$ cat src/hw/blw_pkg.sv
// shared constants and types for the local-master write sequencer
package blw_pkg;

    // widths
    localparam int BLW_ADDR_W = 32;
    localparam int BLW_DATA_W = 32;
    localparam int BLW_BE_W   = 4;
    localparam int BLW_LEN_W  = 8;

    // local status field codes
    localparam logic [3:0] BLW_STATUS_IDLE      = 4'h0;
    localparam logic [3:0] BLW_STATUS_ADDR_LOAD = 4'h1;
    localparam logic [3:0] BLW_STATUS_BUS_XACT  = 4'h2;
    localparam logic [3:0] BLW_STATUS_BUS_TERM  = 4'h3;

    // ending kind codes
    localparam logic [1:0] BLW_END_NONE   = 2'h0;
    localparam logic [1:0] BLW_END_NORMAL = 2'h1;

    // local address counter step per word
    localparam logic [31:0] BLW_ADDR_STEP = 32'h4;

    // core sequencer states
    typedef enum logic [2:0] {
        CS_IDLE,
        CS_REQ,
        CS_GNT,
        CS_LOAD,
        CS_ADDR,
        CS_WAIT1,
        CS_DATA,
        CS_TURN
    } blw_core_e;

    // local master states
    typedef enum logic [1:0] {
        HS_IDLE,
        HS_REQ,
        HS_RUN
    } blw_host_e;

endpackage

$ cat src/hw/blw_local_if.sv
// local interface between the write sequencer and the local master
`timescale 1ns/1ps
`default_nettype none
interface blw_local_if
    import blw_pkg::*;
#(
    parameter int LEN_W = BLW_LEN_W
);
    logic                  localRequest32N;
    logic [BLW_DATA_W-1:0] localAddrDataIn;
    logic [BLW_BE_W-1:0]   localCmdByteEnIn;
    logic [LEN_W-1:0]      localBurstLenIn;
    logic                  localReadyN;
    logic                  localGrantN;
    logic [3:0]            localMasterState;
    logic                  localDataTransferStrobeN;
    logic [LEN_W-1:0]      remainingBeatsCount;
    logic [1:0]            endingKind;

    modport core (
        input  localRequest32N,
        input  localAddrDataIn,
        input  localCmdByteEnIn,
        input  localBurstLenIn,
        input  localReadyN,
        output localGrantN,
        output localMasterState,
        output localDataTransferStrobeN,
        output remainingBeatsCount,
        output endingKind
    );

    modport master (
        output localRequest32N,
        output localAddrDataIn,
        output localCmdByteEnIn,
        output localBurstLenIn,
        output localReadyN,
        input  localGrantN,
        input  localMasterState,
        input  localDataTransferStrobeN,
        input  remainingBeatsCount,
        input  endingKind
    );
endinterface
`default_nettype wire

$ cat src/hw/blw_word_slot.sv
// one-word holding slot with load and clear
`timescale 1ns/1ps
`default_nettype none
module blw_word_slot
    import blw_pkg::*;
#(
    parameter int W = BLW_DATA_W + BLW_BE_W
)(
    // clock and reset
    input  wire logic         sys_clk,
    input  wire logic         resetn,
    // control
    input  wire logic         load,
    input  wire logic         clear,
    input  wire logic [W-1:0] din,
    // state
    output logic              valid,
    output logic [W-1:0]      dout
);
    typedef struct packed {
        logic         full;
        logic [W-1:0] data;
    } blw_slot_s;

    blw_slot_s r;
    blw_slot_s n;

    always_comb
    begin
        n = r;
        if (load)
        begin
            n.full = 1'b1;
            n.data = din;
        end
        else if (clear)
        begin
            n.full = 1'b0;
        end
    end

    always_ff @(posedge sys_clk or negedge resetn)
    begin
        if (!resetn)
        begin
            r <= '0;
        end
        else
        begin
            r <= n;
        end
    end

    assign valid = r.full;
    assign dout  = r.data;
endmodule
`default_nettype wire

$ cat src/hw/blw_core.sv
// bus-master write sequencer: local interface to parallel bus
//
// The plain strobed port was chosen for this implementation.
`timescale 1ns/1ps
`default_nettype none
// Operation
// local master requests with address, command, length
// assert reqn cycle after local request
// grant locally when gntn and bus idle
// address-loading status while latching request fields
// local master drops request after address loading
// framen, address, command, bus-transaction status
// burst count loaded in address phase
// strobe word cycle after local ready
// local ready only when data available
// drop reqn after framen with request gone
// first data word driven after address phase
// buffer one word ahead of pending phase
// local grant follows gntn deassertion
// hold bus data until irdyn and trdyn
// no strobe after local ready deasserted
// irdyn only when data word held
// target asserts devseln and trdyn, keeps them
// burst count decrements per completed phase
// irdyn deasserted without next word
// final phase: irdyn asserted, framen deasserted
// release bus, termination status, normal ending
// local handshakes active low, rising edge
module blw_core
    import blw_pkg::*;
#(
    parameter int LEN_W = BLW_LEN_W
)(
    // clock and reset
    input  wire logic                  sys_clk,
    input  wire logic                  resetn,
    // local side
    blw_local_if.core                  lm,
    // arbitration
    output logic                       reqn,
    input  wire logic                  gntn,
    // bus control inputs
    input  wire logic                  framenIn,
    input  wire logic                  irdynIn,
    input  wire logic                  trdyn,
    // bus drive
    output logic                       framenOut,
    output logic                       framenOe,
    output logic                       irdynOut,
    output logic                       irdynOe,
    output logic [BLW_DATA_W-1:0]      adOut,
    output logic [BLW_BE_W-1:0]        cbenOut,
    output logic                       adCbenOe
);
    localparam int WW = BLW_DATA_W + BLW_BE_W;

    typedef struct packed {
        blw_core_e             st;
        logic                  reqN;
        logic                  grantN;
        logic [3:0]            status;
        logic [1:0]            ending;
        logic                  frameN;
        logic                  frameOe;
        logic                  irdyN;
        logic                  irdyOe;
        logic                  busOe;
        logic [BLW_DATA_W-1:0] ad;
        logic [BLW_BE_W-1:0]   cben;
        logic [BLW_DATA_W-1:0] addr;
        logic [BLW_BE_W-1:0]   cmd;
        logic [LEN_W-1:0]      len;
        logic [LEN_W-1:0]      remain;
        logic [LEN_W-1:0]      taken;
        logic                  xferN;
    } blw_core_s;

    blw_core_s r;
    blw_core_s n;

    logic          busIdle, take, done, curValid, aheadValid, curLoad, curClear;
    logic          aheadLoad, aheadClear, curNextV, aheadNextV;
    logic [WW-1:0] incoming, curData, aheadData, curDin, curNextD;

    // word on the bus and the word buffered behind it
    blw_word_slot #(.W(WW)) curSlot (.sys_clk(sys_clk), .resetn(resetn), .load(curLoad),
        .clear(curClear), .din(curDin), .valid(curValid), .dout(curData));

    blw_word_slot #(.W(WW)) aheadSlot (.sys_clk(sys_clk), .resetn(resetn), .load(aheadLoad),
        .clear(aheadClear), .din(incoming), .valid(aheadValid), .dout(aheadData));

    always_comb
    begin
        n          = r;
        busIdle    = framenIn & irdynIn;
        take       = !r.xferN;
        incoming   = {lm.localAddrDataIn, lm.localCmdByteEnIn};
        done       = (r.st == CS_DATA) && !r.irdyN && !trdyn;
        curLoad    = 1'b0;
        curClear   = 1'b0;
        curDin     = incoming;
        aheadLoad  = 1'b0;
        aheadClear = 1'b0;
        // slot steering
        if (done && aheadValid)
        begin
            curLoad    = 1'b1;
            curDin     = aheadData;
            aheadClear = !take;
            aheadLoad  = take;
        end
        else if ((!curValid || done) && take)
            curLoad = 1'b1;
        else if (done)
            curClear = 1'b1;
        else if (take)
            aheadLoad = 1'b1;
        curNextV   = curLoad || (curValid && !curClear);
        aheadNextV = aheadLoad || (aheadValid && !aheadClear);
        curNextD   = curLoad ? curDin : curData;
        if (take)
            n.taken = r.taken + 1'b1;
        if (gntn)
            n.grantN = 1'b1;
        case (r.st)
            CS_IDLE:
            begin
                n.status = BLW_STATUS_IDLE;
                n.irdyOe = 1'b0;
                if (!lm.localRequest32N)
                begin
                    n.reqN = 1'b0;
                    n.st   = CS_REQ;
                end
            end
            CS_REQ:
            begin
                if (lm.localRequest32N)
                begin
                    n.reqN = 1'b1;
                    n.st   = CS_IDLE;
                end
                else if (!gntn && busIdle)
                begin
                    n.grantN = 1'b0;
                    n.st     = CS_GNT;
                end
            end
            CS_GNT:
            begin
                if (!lm.localRequest32N && !gntn)
                begin
                    n.status = BLW_STATUS_ADDR_LOAD;
                    n.addr   = lm.localAddrDataIn;
                    n.cmd    = lm.localCmdByteEnIn;
                    n.len    = lm.localBurstLenIn;
                    n.taken  = '0;
                    n.ending = BLW_END_NONE;
                    n.st     = CS_LOAD;
                end
                else if (lm.localRequest32N)
                begin
                    n.reqN   = 1'b1;
                    n.grantN = 1'b1;
                    n.st     = CS_IDLE;
                end
                else
                    n.st = CS_REQ;
            end
            CS_LOAD:
            begin
                if (!gntn)
                begin
                    n.frameN  = 1'b0;
                    n.frameOe = 1'b1;
                    n.busOe   = 1'b1;
                    n.ad      = r.addr;
                    n.cben    = r.cmd;
                    n.status  = BLW_STATUS_BUS_XACT;
                    n.remain  = r.len;
                    n.irdyN   = 1'b1;
                    n.irdyOe  = 1'b1;
                    n.st      = CS_ADDR;
                end
                else
                begin
                    n.status = BLW_STATUS_IDLE;
                    n.st     = CS_REQ;
                end
            end
            CS_ADDR:
            begin
                {n.ad, n.cben} = curNextD;
                n.st           = CS_WAIT1;
            end
            CS_WAIT1, CS_DATA:
            begin
                if (done)
                    n.remain = r.remain - 1'b1;
                if (done && (r.remain == 1))
                begin
                    n.frameN  = 1'b1;
                    n.frameOe = 1'b0;
                    n.busOe   = 1'b0;
                    n.irdyN   = 1'b1;
                    n.status  = BLW_STATUS_BUS_TERM;
                    n.ending  = BLW_END_NORMAL;
                    n.st      = CS_TURN;
                end
                else
                begin
                    {n.ad, n.cben} = curNextD;
                    n.irdyN        = !curNextV;
                    n.frameN       = r.frameN || (curNextV && (n.remain == 1));
                    n.st           = CS_DATA;
                end
            end
            CS_TURN:
            begin
                n.irdyOe = 1'b0;
                n.status = BLW_STATUS_IDLE;
                n.st     = CS_IDLE;
            end
            default:
                n.st = CS_IDLE;
        endcase
        if (!r.frameN && r.frameOe && lm.localRequest32N)
            n.reqN = 1'b1;
        // next word strobe, only with room and words still owed
        n.xferN = !(!lm.localReadyN
                    && ((n.st == CS_ADDR) || (n.st == CS_WAIT1) || (n.st == CS_DATA))
                    && (n.taken < n.len)
                    && !(curNextV && aheadNextV));
    end

    always_ff @(posedge sys_clk or negedge resetn)
    begin
        if (!resetn)
        begin
            r        <= '0;
            r.st     <= CS_IDLE;
            r.reqN   <= 1'b1;
            r.grantN <= 1'b1;
            r.frameN <= 1'b1;
            r.irdyN  <= 1'b1;
            r.xferN  <= 1'b1;
            r.status <= BLW_STATUS_IDLE;
            r.ending <= BLW_END_NONE;
        end
        else
        begin
            r <= n;
        end
    end

    // outputs
    assign reqn                        = r.reqN;
    assign framenOut                   = r.frameN;
    assign framenOe                    = r.frameOe;
    assign irdynOut                    = r.irdyN;
    assign irdynOe                     = r.irdyOe;
    assign adOut                       = r.ad;
    assign cbenOut                     = r.cben;
    assign adCbenOe                    = r.busOe;
    assign lm.localGrantN              = r.grantN;
    assign lm.localMasterState         = r.status;
    assign lm.localDataTransferStrobeN = r.xferN;
    assign lm.remainingBeatsCount      = r.remain;
    assign lm.endingKind               = r.ending;
endmodule
`default_nettype wire

$ cat src/flat_wrapper.sv
// flat-port wrapper written by rule: the top's interface ports become plain ports
module blw_core_flat import blw_pkg::*;
#(
    parameter int LEN_W = BLW_LEN_W
)
  (sys_clk, resetn, reqn, gntn, framenIn, irdynIn, trdyn, framenOut, framenOe, irdynOut, irdynOe, adOut, cbenOut, adCbenOe, lm_localRequest32N, lm_localAddrDataIn, lm_localCmdByteEnIn, lm_localBurstLenIn, lm_localReadyN, lm_localGrantN, lm_localMasterState, lm_localDataTransferStrobeN, lm_remainingBeatsCount, lm_endingKind);
  blw_local_if #(.LEN_W(LEN_W)) lm_i ();
  input  wire logic sys_clk;
  input  wire logic resetn;
  output logic reqn;
  input  wire logic gntn;
  input  wire logic framenIn;
  input  wire logic irdynIn;
  input  wire logic trdyn;
  output logic framenOut;
  output logic framenOe;
  output logic irdynOut;
  output logic irdynOe;
  output logic [BLW_DATA_W-1:0] adOut;
  output logic [BLW_BE_W-1:0] cbenOut;
  output logic adCbenOe;
  input wire logic [$bits(lm_i.localRequest32N)-1:0] lm_localRequest32N;
  input wire logic [$bits(lm_i.localAddrDataIn)-1:0] lm_localAddrDataIn;
  input wire logic [$bits(lm_i.localCmdByteEnIn)-1:0] lm_localCmdByteEnIn;
  input wire logic [$bits(lm_i.localBurstLenIn)-1:0] lm_localBurstLenIn;
  input wire logic [$bits(lm_i.localReadyN)-1:0] lm_localReadyN;
  output wire logic [$bits(lm_i.localGrantN)-1:0] lm_localGrantN;
  output wire logic [$bits(lm_i.localMasterState)-1:0] lm_localMasterState;
  output wire logic [$bits(lm_i.localDataTransferStrobeN)-1:0] lm_localDataTransferStrobeN;
  output wire logic [$bits(lm_i.remainingBeatsCount)-1:0] lm_remainingBeatsCount;
  output wire logic [$bits(lm_i.endingKind)-1:0] lm_endingKind;
  assign lm_i.localRequest32N = lm_localRequest32N;
  assign lm_i.localAddrDataIn = lm_localAddrDataIn;
  assign lm_i.localCmdByteEnIn = lm_localCmdByteEnIn;
  assign lm_i.localBurstLenIn = lm_localBurstLenIn;
  assign lm_i.localReadyN = lm_localReadyN;
  assign lm_localGrantN = lm_i.localGrantN;
  assign lm_localMasterState = lm_i.localMasterState;
  assign lm_localDataTransferStrobeN = lm_i.localDataTransferStrobeN;
  assign lm_remainingBeatsCount = lm_i.remainingBeatsCount;
  assign lm_endingKind = lm_i.endingKind;
  blw_core #(.LEN_W(LEN_W)) u_core (.sys_clk(sys_clk), .resetn(resetn), .lm(lm_i), .reqn(reqn), .gntn(gntn), .framenIn(framenIn), .irdynIn(irdynIn), .trdyn(trdyn), .framenOut(framenOut), .framenOe(framenOe), .irdynOut(irdynOut), .irdynOe(irdynOe), .adOut(adOut), .cbenOut(cbenOut), .adCbenOe(adCbenOe));
endmodule
$ cat config.mk
export PLATFORM = sky130hd
export DESIGN_NAME = blw_core_flat
export DESIGN_NICKNAME = d
export VERILOG_FILES = /design/src/hw/blw_pkg.sv /design/src/hw/blw_local_if.sv /design/src/hw/blw_word_slot.sv /design/src/hw/blw_core.sv /design/src/flat_wrapper.sv
export SDC_FILE = /design/constraint.sdc
export NUM_CORES = 1
export LEC_CHECK = 0
export CORE_ASPECT_RATIO = 1.5
export CORE_MARGIN = 10
export CORE_UTILIZATION = 33
export DETAILED_ROUTE_END_ITERATION = 10
export DONT_BUFFER_PORTS = 1
export GPL_ROUTABILITY_DRIVEN = 0
export PLACE_DENSITY = 0.51
export SLEW_MARGIN = 0
export SYNTH_ARGS = -nofsm -noshare
export SYNTH_HDL_FRONTEND = slang
export SYNTH_SLANG_ARGS = --single-unit
$ cat constraint.sdc
create_clock -name sys_clk -period 3.9 [get_ports sys_clk]
set_input_delay 0.39 -clock sys_clk [delete_from_list [all_inputs] [get_ports sys_clk]]
set_output_delay 0.39 -clock sys_clk [all_outputs]
set_load 0.005 [all_outputs]
==> implementation parameters, run 1 <==
Parameter                              Value

Logic synthesis
  Number of enable flip-flop cells after synthesis    0
  Mapped Area    8800 µm²
  Instance count of the mapped netlist    854
  Average size of a mapped cell    10.3 µm²
  Prevailing post-synth register cell    dfrtp_1
  Yosys warning total    0
  Count of state elements after synthesis    183
  Sequential area share after synthesis    0.521
  Synth cell types    58
  Async SR Flop Fraction    1.00

Timing
  Number of max-slew violations in the final report    0
  Final critical-path required period    2900 ps
  Hold slack    -353 ps
  Count of final setup violators    0
  Summed negative setup slack over all endpoints    0 ps
  Relative max-transition margin    0.323
  Maximum achievable frequency    345 MHz
  Skew final    9.55 ps
  Final Hold Violating Endpoints    178
  Setup repair after global routing missed its margin    no
  Transition time of the tightest slew-check pin    1010 ps
  Share of the clock period used by the worst path    0.743

Clocking
  Maximum buffer depth of the clock tree    2
  Number of clock sinks    183
  Depth of the CTS H-tree    4
  Post-CTS setup buffers    0
  Clock Latency Late Sink    450 ps
  Clock tree root buffer cell    clkbuf_16
  Total clock buffers created by CTS    17
  Clock transition at the registers of the reported paths    70 ps
  TritonCTS clock tree    built
  Number of instances resized during post-cts repair    0

Worst hold path
  Path class of the lowest-slack min-delay path    input port to async pin

Finish
  Post-layout nets    840
  Most frequent standard cell in the layout excluding fill and tap cells    dfrtp_1
  Antenna fix cells    0
  Share of cells above drive strength 1    0.130
  Leading cell types in the layout, fill and taps excluded    dfrtp_1 (178), nand2_1 (168), o22a_1 (72)
  Area Growth Syn to Fin    6.58%

Pwr
  Reported leakage power    0.00393 µW
  Overall power    7850 µW
  Power density cells    837 nW/µm²
  Worst vdd rail ir drop    0.000396 V

Setup path
  WP data arrival    3270 ps
  Worst Path Class, Setup    flop to flop
  Setup crit start kind    flop
  Setup crit end kind    flop
  Required time of the worst setup path    4280 ps
  Critical Path Fanout Max    14

Detailed routing
  Post-detailed-route via-to-cell ratio    5.36
  Detailed-route wire length per cell    21.7 µm
  DRT iter0 DRCs    396
  DR DRC count    0
  Remaining antenna violation count after routing    0
  Vias post-DR    6046
  Routed wire length    24400 µm
  Length of the first detailed-routing pass in iterations    5

Floorplan
  # IOs    110
  Initial cell density of the core    0.333
  Die area    33700 µm²
  Std-Cell Core Area    26400 µm²
  Die span in y    220 µm
  Count of standard-cell rows    73
  Horizontal die dimension    153 µm

GRT
  First-pass GRT wire length    38300 µm
  Vias in the first global route    6259
  Largest net degree at the start of global routing    184
  Overall Global Routing Usage    0.147
  Final global-route overflow total    0
  Antenna violations before repair    0

Placed design
  Placed wire-length estimate after detailed placement    15300 µm
  Number of buffer cells added on primary ports    0

Run status
  Violated checks    negative hold slack
  Outcome    finished with violations

Job
  Number of violations of the max-capacitance limit    0
[through the flow]
step / cells / utilization / setup WS [ps] / hold WS [ps] / cell area [µm²]
6_report: 1127 / 0.355 / 1000 / -353 / 9380
5_1_grt: 1127 / 0.355 / 764 / -388 / 9380
4_1_cts: 1127 / 0.355 / 969 / -390 / 9380
3_5_place_dp: 1096 / 0.333 / 994 / 107 / 8790
3_3_place_gp: 1096 / 0.333 / 1100 / 107 / 8790
2_1_floorplan: 856 / - / 971 / 94.4 / 8810
[kinds of logic (layout without fill, tap and decap cells)]
kind of cell | Yosys count | in the layout | synth area share
AND/OR/NAND/NOR | 269 | 269 | 0.134
AO/OA/AOI/OAI | 205 | 205 | 0.182
flip-flops | 183 | 183 | 0.521
buffers and inverters | 130 | 64 | 0.0809
multiplexers | 45 | 45 | 0.0564
XOR/XNOR | 11 | 11 | 0.0109
adder cells (fa/ha/maj) | 10 | 10 | 0.0142
other | 1 | 3 | 0.000426
[worst max-delay path: stages, from the launching register on]
cell and delay [ps]:
dfrtp_1 560, nor3b_1 250, buf_4 160, and2_2 280, mux2i_1 290, ha_1 270
and4_1 220, a211o_1 290, a21oi_1 110, nand4_1 110, a221o_1 280
[power breakdown]
part           internal, µW  switching (µW)  total (µW)
clock                  1020             769        1790
sequential             2850             729        3580
combinational          1120            1370        2490
[cell usage after synthesis (2+ instances only)]
cell,instances,area [µm²]
a21o_1,6,45.0
a21oi_1,18,90.1
a21oi_2,2,17.5
a311oi_1,2,17.5
a31oi_1,38,238
and2_1,2,12.5
and3_1,2,12.5
and4_1,2,17.5
buf_1,7,26.3
buf_2,11,55.1
buf_4,52,390
buf_6,2,22.5
clkbuf_1,41,154
dfrtp_1,178,4450
dfstp_2,5,131
ha_1,10,125
inv_1,16,60.1
mux2_1,7,78.8
mux2_2,30,338
mux2i_1,8,80.1
nand2_1,171,642
nand3_1,9,45.0
nand4_1,5,31.3
nor2_1,24,90.1
nor2b_1,6,37.5
nor3_1,38,190
nor3b_1,2,15.0
o21a_1,2,15.0
o21ai_0,10,50.1
o221a_2,3,33.8
o221ai_1,37,324
o22a_1,72,631
o31ai_1,2,15.0
xnor2_1,4,35.0
xor2_1,7,61.3
[path summary, 6_finish.rpt]
| kind | endpoint | slack, ps | depth (start not counted) | from |
|---|---|---|---|---|
| max reg2reg | u_core.lm.localDataTransferStrobeN | 1000 | 10 | u_core.r[110] |
| min | u_core.r[7] | -350 | 0 | resetn |
| min in group sys_clk | u_core.r[48] | 40 | 2 | lm_localAddrDataIn[19] |
| max in group asynchronous | u_core.r[22] | 3770 | 0 | resetn |
| min reg2reg | u_core.r[41] | 470 | 2 | u_core.r[41] |
| max | u_core.lm.localDataTransferStrobeN | 1000 | 10 | u_core.r[110] |
[final cells by class]
class | count | area [µm²]
fill | 2634 | 17000
clock buffer | 18 | 439
clock inverter | 13 | 155
sequential | 183 | 4590
tap | 337 | 422
multi-input combinational | 543 | 3570
timing repair buffer | 16 | 145
inverter | 17 | 63.8
[sequential cells by signal, indices dropped and copies added, names as in the netlist]
name and count:
u_core.curSlot.valid 1, u_core.adCbenOe 1, u_core.lm.localGrantN 1, u_core.aheadSlot.dout 36, u_core.framenOut 1, u_core.lm.remainingBeatsCount 8
u_core.r 55, u_core.aheadSlot.valid 1, u_core.curSlot.dout 36, u_core.lm.localDataTransferStrobeN 1, u_core.adOut 32, u_core.irdynOut 1
u_core.lm.localMasterState 2, u_core.lm.endingKind 1, u_core.reqn 1, u_core.cbenOut 4, u_core.irdynOe 1
[metal layers]
layer	track usage	up-vias	wire [µm]
li1	-	2861	-
met1	0.166	3019	9890
met5	0	-	0
met4	0.0451	0	328
met2	0.254	145	12500
met3	0.0529	21	1680
Power figures use the tool's default switching activity.
==> inputs of run 2 (changes only) <==
Clock period 3.9 ns to 2.7 ns, I/O delays scaled along.
==> run 2 against run 1 <==
Effect of this change:
- the flow still finishes with violations (negative hold slack)
- register-to-register slack worse by 800 ps
- cell area is 5.9% higher
- critical path depth is 1 higher
- die area stayed put
- global-route usage is 0.25 points higher
- highest routed layer unchanged
- count of clock-buffer cells in the layout is 2 higher
- first-iteration DRC count is 12% lower
- hold slack worse by 100 ps
- sequential share of layout area is 2.7 points lower
- power is 46% higher
- critical endpoint unchanged
==> implementation parameters, run 2 (synthesized netlist as in run 1, its figures left out) <==
Parameter                              Value

Run status
  Outcome    finished with violations
  Violated checks    negative hold slack

Floorplan
  Horizontal die dimension    153 µm
  Initial cell density of the core    0.333
  Die span in y    220 µm
  Count of standard-cell rows    73
  Std-Cell Core Area    26400 µm²
  Die area    33700 µm²
  # IOs    110

Detailed routing
  Detailed-route wire length per cell    21.6 µm
  Length of the first detailed-routing pass in iterations    5
  Vias post-DR    6454
  DRT iter0 DRCs    349
  Routed wire length    25500 µm
  DR DRC count    0
  Post-detailed-route via-to-cell ratio    5.46
  Remaining antenna violation count after routing    0

Setup path
  Setup crit start kind    flop
  Critical Path Fanout Max    5
  Setup slack on the worst flop-to-flop path    200 ps
  Maximum single-stage delay on the critical path    580 ps
  Standard cell with the maximum stage delay on the critical path    dfstp_2
  Critical path's top delay family    compound AO/OA/AOI/OAI gates
  Worst Path Class, Setup    flop to flop
  Cell repeated most along the worst path    nand4_1
  CP bufs+invs    1
  WP data arrival    2860 ps
  Required time of the worst setup path    3070 ps
  Setup crit end kind    flop
  Sequence of cells on the critical path    inv_1 > and3_1 > nand4_1 > xor2_1 > nor2_1 > ha_1 > and4_1 > a211o_1 > a21oi_1 > nand4_1 > a221o_1

Timing
  Final setup slack of the worst path    201 ps
  Maximum achievable frequency    400 MHz
  Count of final setup violators    0
  Final Hold Violating Endpoints    179
  Skew final    10.1 ps
  Relative max-transition margin    0.371
  Number of max-slew violations in the final report    0
  Hold slack    -457 ps
  Final critical-path required period    2500 ps
  Transition time of the tightest slew-check pin    943 ps
  Share of the clock period used by the worst path    0.926

Worst hold path
  Path class of the lowest-slack min-delay path    input port to async pin

Finish
  Post-layout nets    895
  Register bank with the most flops    u_core.r
  Leading cell types in the layout, fill and taps excluded    dfrtp_1 (178), nand2_1 (168), o22a_1 (72)
  Share of cells above drive strength 1    0.136
  Antenna fix cells    0
  Footprint of the multi-input gates    3580 µm²
  Fillers    2607
  Most frequent standard cell in the layout excluding fill and tap cells    dfrtp_1
  Area Growth Syn to Fin    12.9%
  Max FFs per register    55
  Non-filler cells, final    1183
  Register area    4590 µm²

Clocking
  Number of clock sinks    183
  Depth of the CTS H-tree    4
  Hold buffer count at cts    45
  Clock tree root buffer cell    clkbuf_16
  Clock transition at the registers of the reported paths    70 ps
  Total clock buffers created by CTS    17
  TritonCTS clock tree    built
  Maximum buffer depth of the clock tree    2
  Clock Latency Late Sink    440 ps

Pwr
  Power density cells    1150 nW/µm²
  Worst vdd rail ir drop    0.000511 V
  Overall power    11500 µW
  Reported leakage power    0.00417 µW

GRT
  Antenna violations before repair    0
  Overall Global Routing Usage    0.149
  Final global-route overflow total    0
  Vias in the first global route    6587
  Largest net degree at the start of global routing    184
  First-pass GRT wire length    39300 µm

Placed design
  Post-placement worst setup slack    116 ps
  Number of buffer cells added on primary ports    0
  Post-placement cell count    1102
  Placed wire-length estimate after detailed placement    15100 µm

Job
  Number of violations of the max-capacitance limit    0
run 2: cell types whose count changed in the layout (fill, tap and decap cells not counted), sizes merged:
| cell | change |
|---|---|
| dlygate4sd3 | +45 |
| bufinv | -2 |
| clkbuf | +2 |
| clkinv | -1 |
| buf | +10 |
| inv | +2 |
run 2: what timing repair did:
action | CTS | global route
resized for setup | 0 | 3
hold endpoints to repair | 265 | 183
endpoints found under the setup margin | 0 | 1
setup buffers | 0 | 4
run 2: through the flow:
step / hold WS, ps / TNS [ps] / instance area (µm²) / utilization
floorplan: -25.6 / 0 / 8820 / -
global placement: -12.1 / 0 / 8870 / 0.336
detailed placement: -12.9 / 0 / 8870 / 0.336
CTS: -490 / 0 / 9900 / 0.375
global route: -489 / -2.34 / 9940 / 0.376
finish: -457 / 0 / 9940 / 0.376
run 2: area by class of cell:
class / count / area share
Clock inverter: 12 / 0.0120
Inverter: 17 / 0.00642
Sequential cell: 183 / 0.462
Clock buffer: 20 / 0.0460
Multi-Input combinational cell: 543 / 0.360
Timing Repair Buffer: 71 / 0.0713
Tap cell: 337 / 0.0424
run 2: worst reg2reg max path, cell delays in order, from the launching register on:
cell     delay (ps)
dfstp_2         580
inv_1            50
and3_1          180
nand4_1         120
xor2_1          150
nor2_1           70
ha_1            300
and4_1          190
a211o_1         290
a21oi_1         120
nand4_1         110
a221o_1         280
run 2: worst paths after layout:
kind / cells past startpoint / to / start
worst max register to register: 11 / u_core.lm.localDataTransferStrobeN / u_core.lm.localDataTransferStrobeN
worst min-delay path: 0 / u_core.r[22] / resetn
worst min register to register: 2 / u_core.r[30] / u_core.r[30]
min in group sys_clk: 2 / u_core.lm.localGrantN / gntn
max in group asynchronous: 0 / u_core.curSlot.dout[31] / resetn
worst max-delay path: 11 / u_core.lm.localDataTransferStrobeN / u_core.lm.localDataTransferStrobeN
run 2: metal layers:
metal | GRT usage | share of wire | up-vias
li1 | - | - | 2974
met4 | 0.0556 | 0.020 | 0
met3 | 0.0431 | 0.063 | 31
met5 | 0 | 0 | -
met2 | 0.260 | 0.52 | 167
met1 | 0.170 | 0.40 | 3282
run 2: report_power, final:
group | internal [µW] | switching, µW | leakage (µW)
clock | 1330 | 1120 | 0.000274
combinational | 1750 | 2160 | 0.00169
sequential | 4120 | 971 | 0.00221
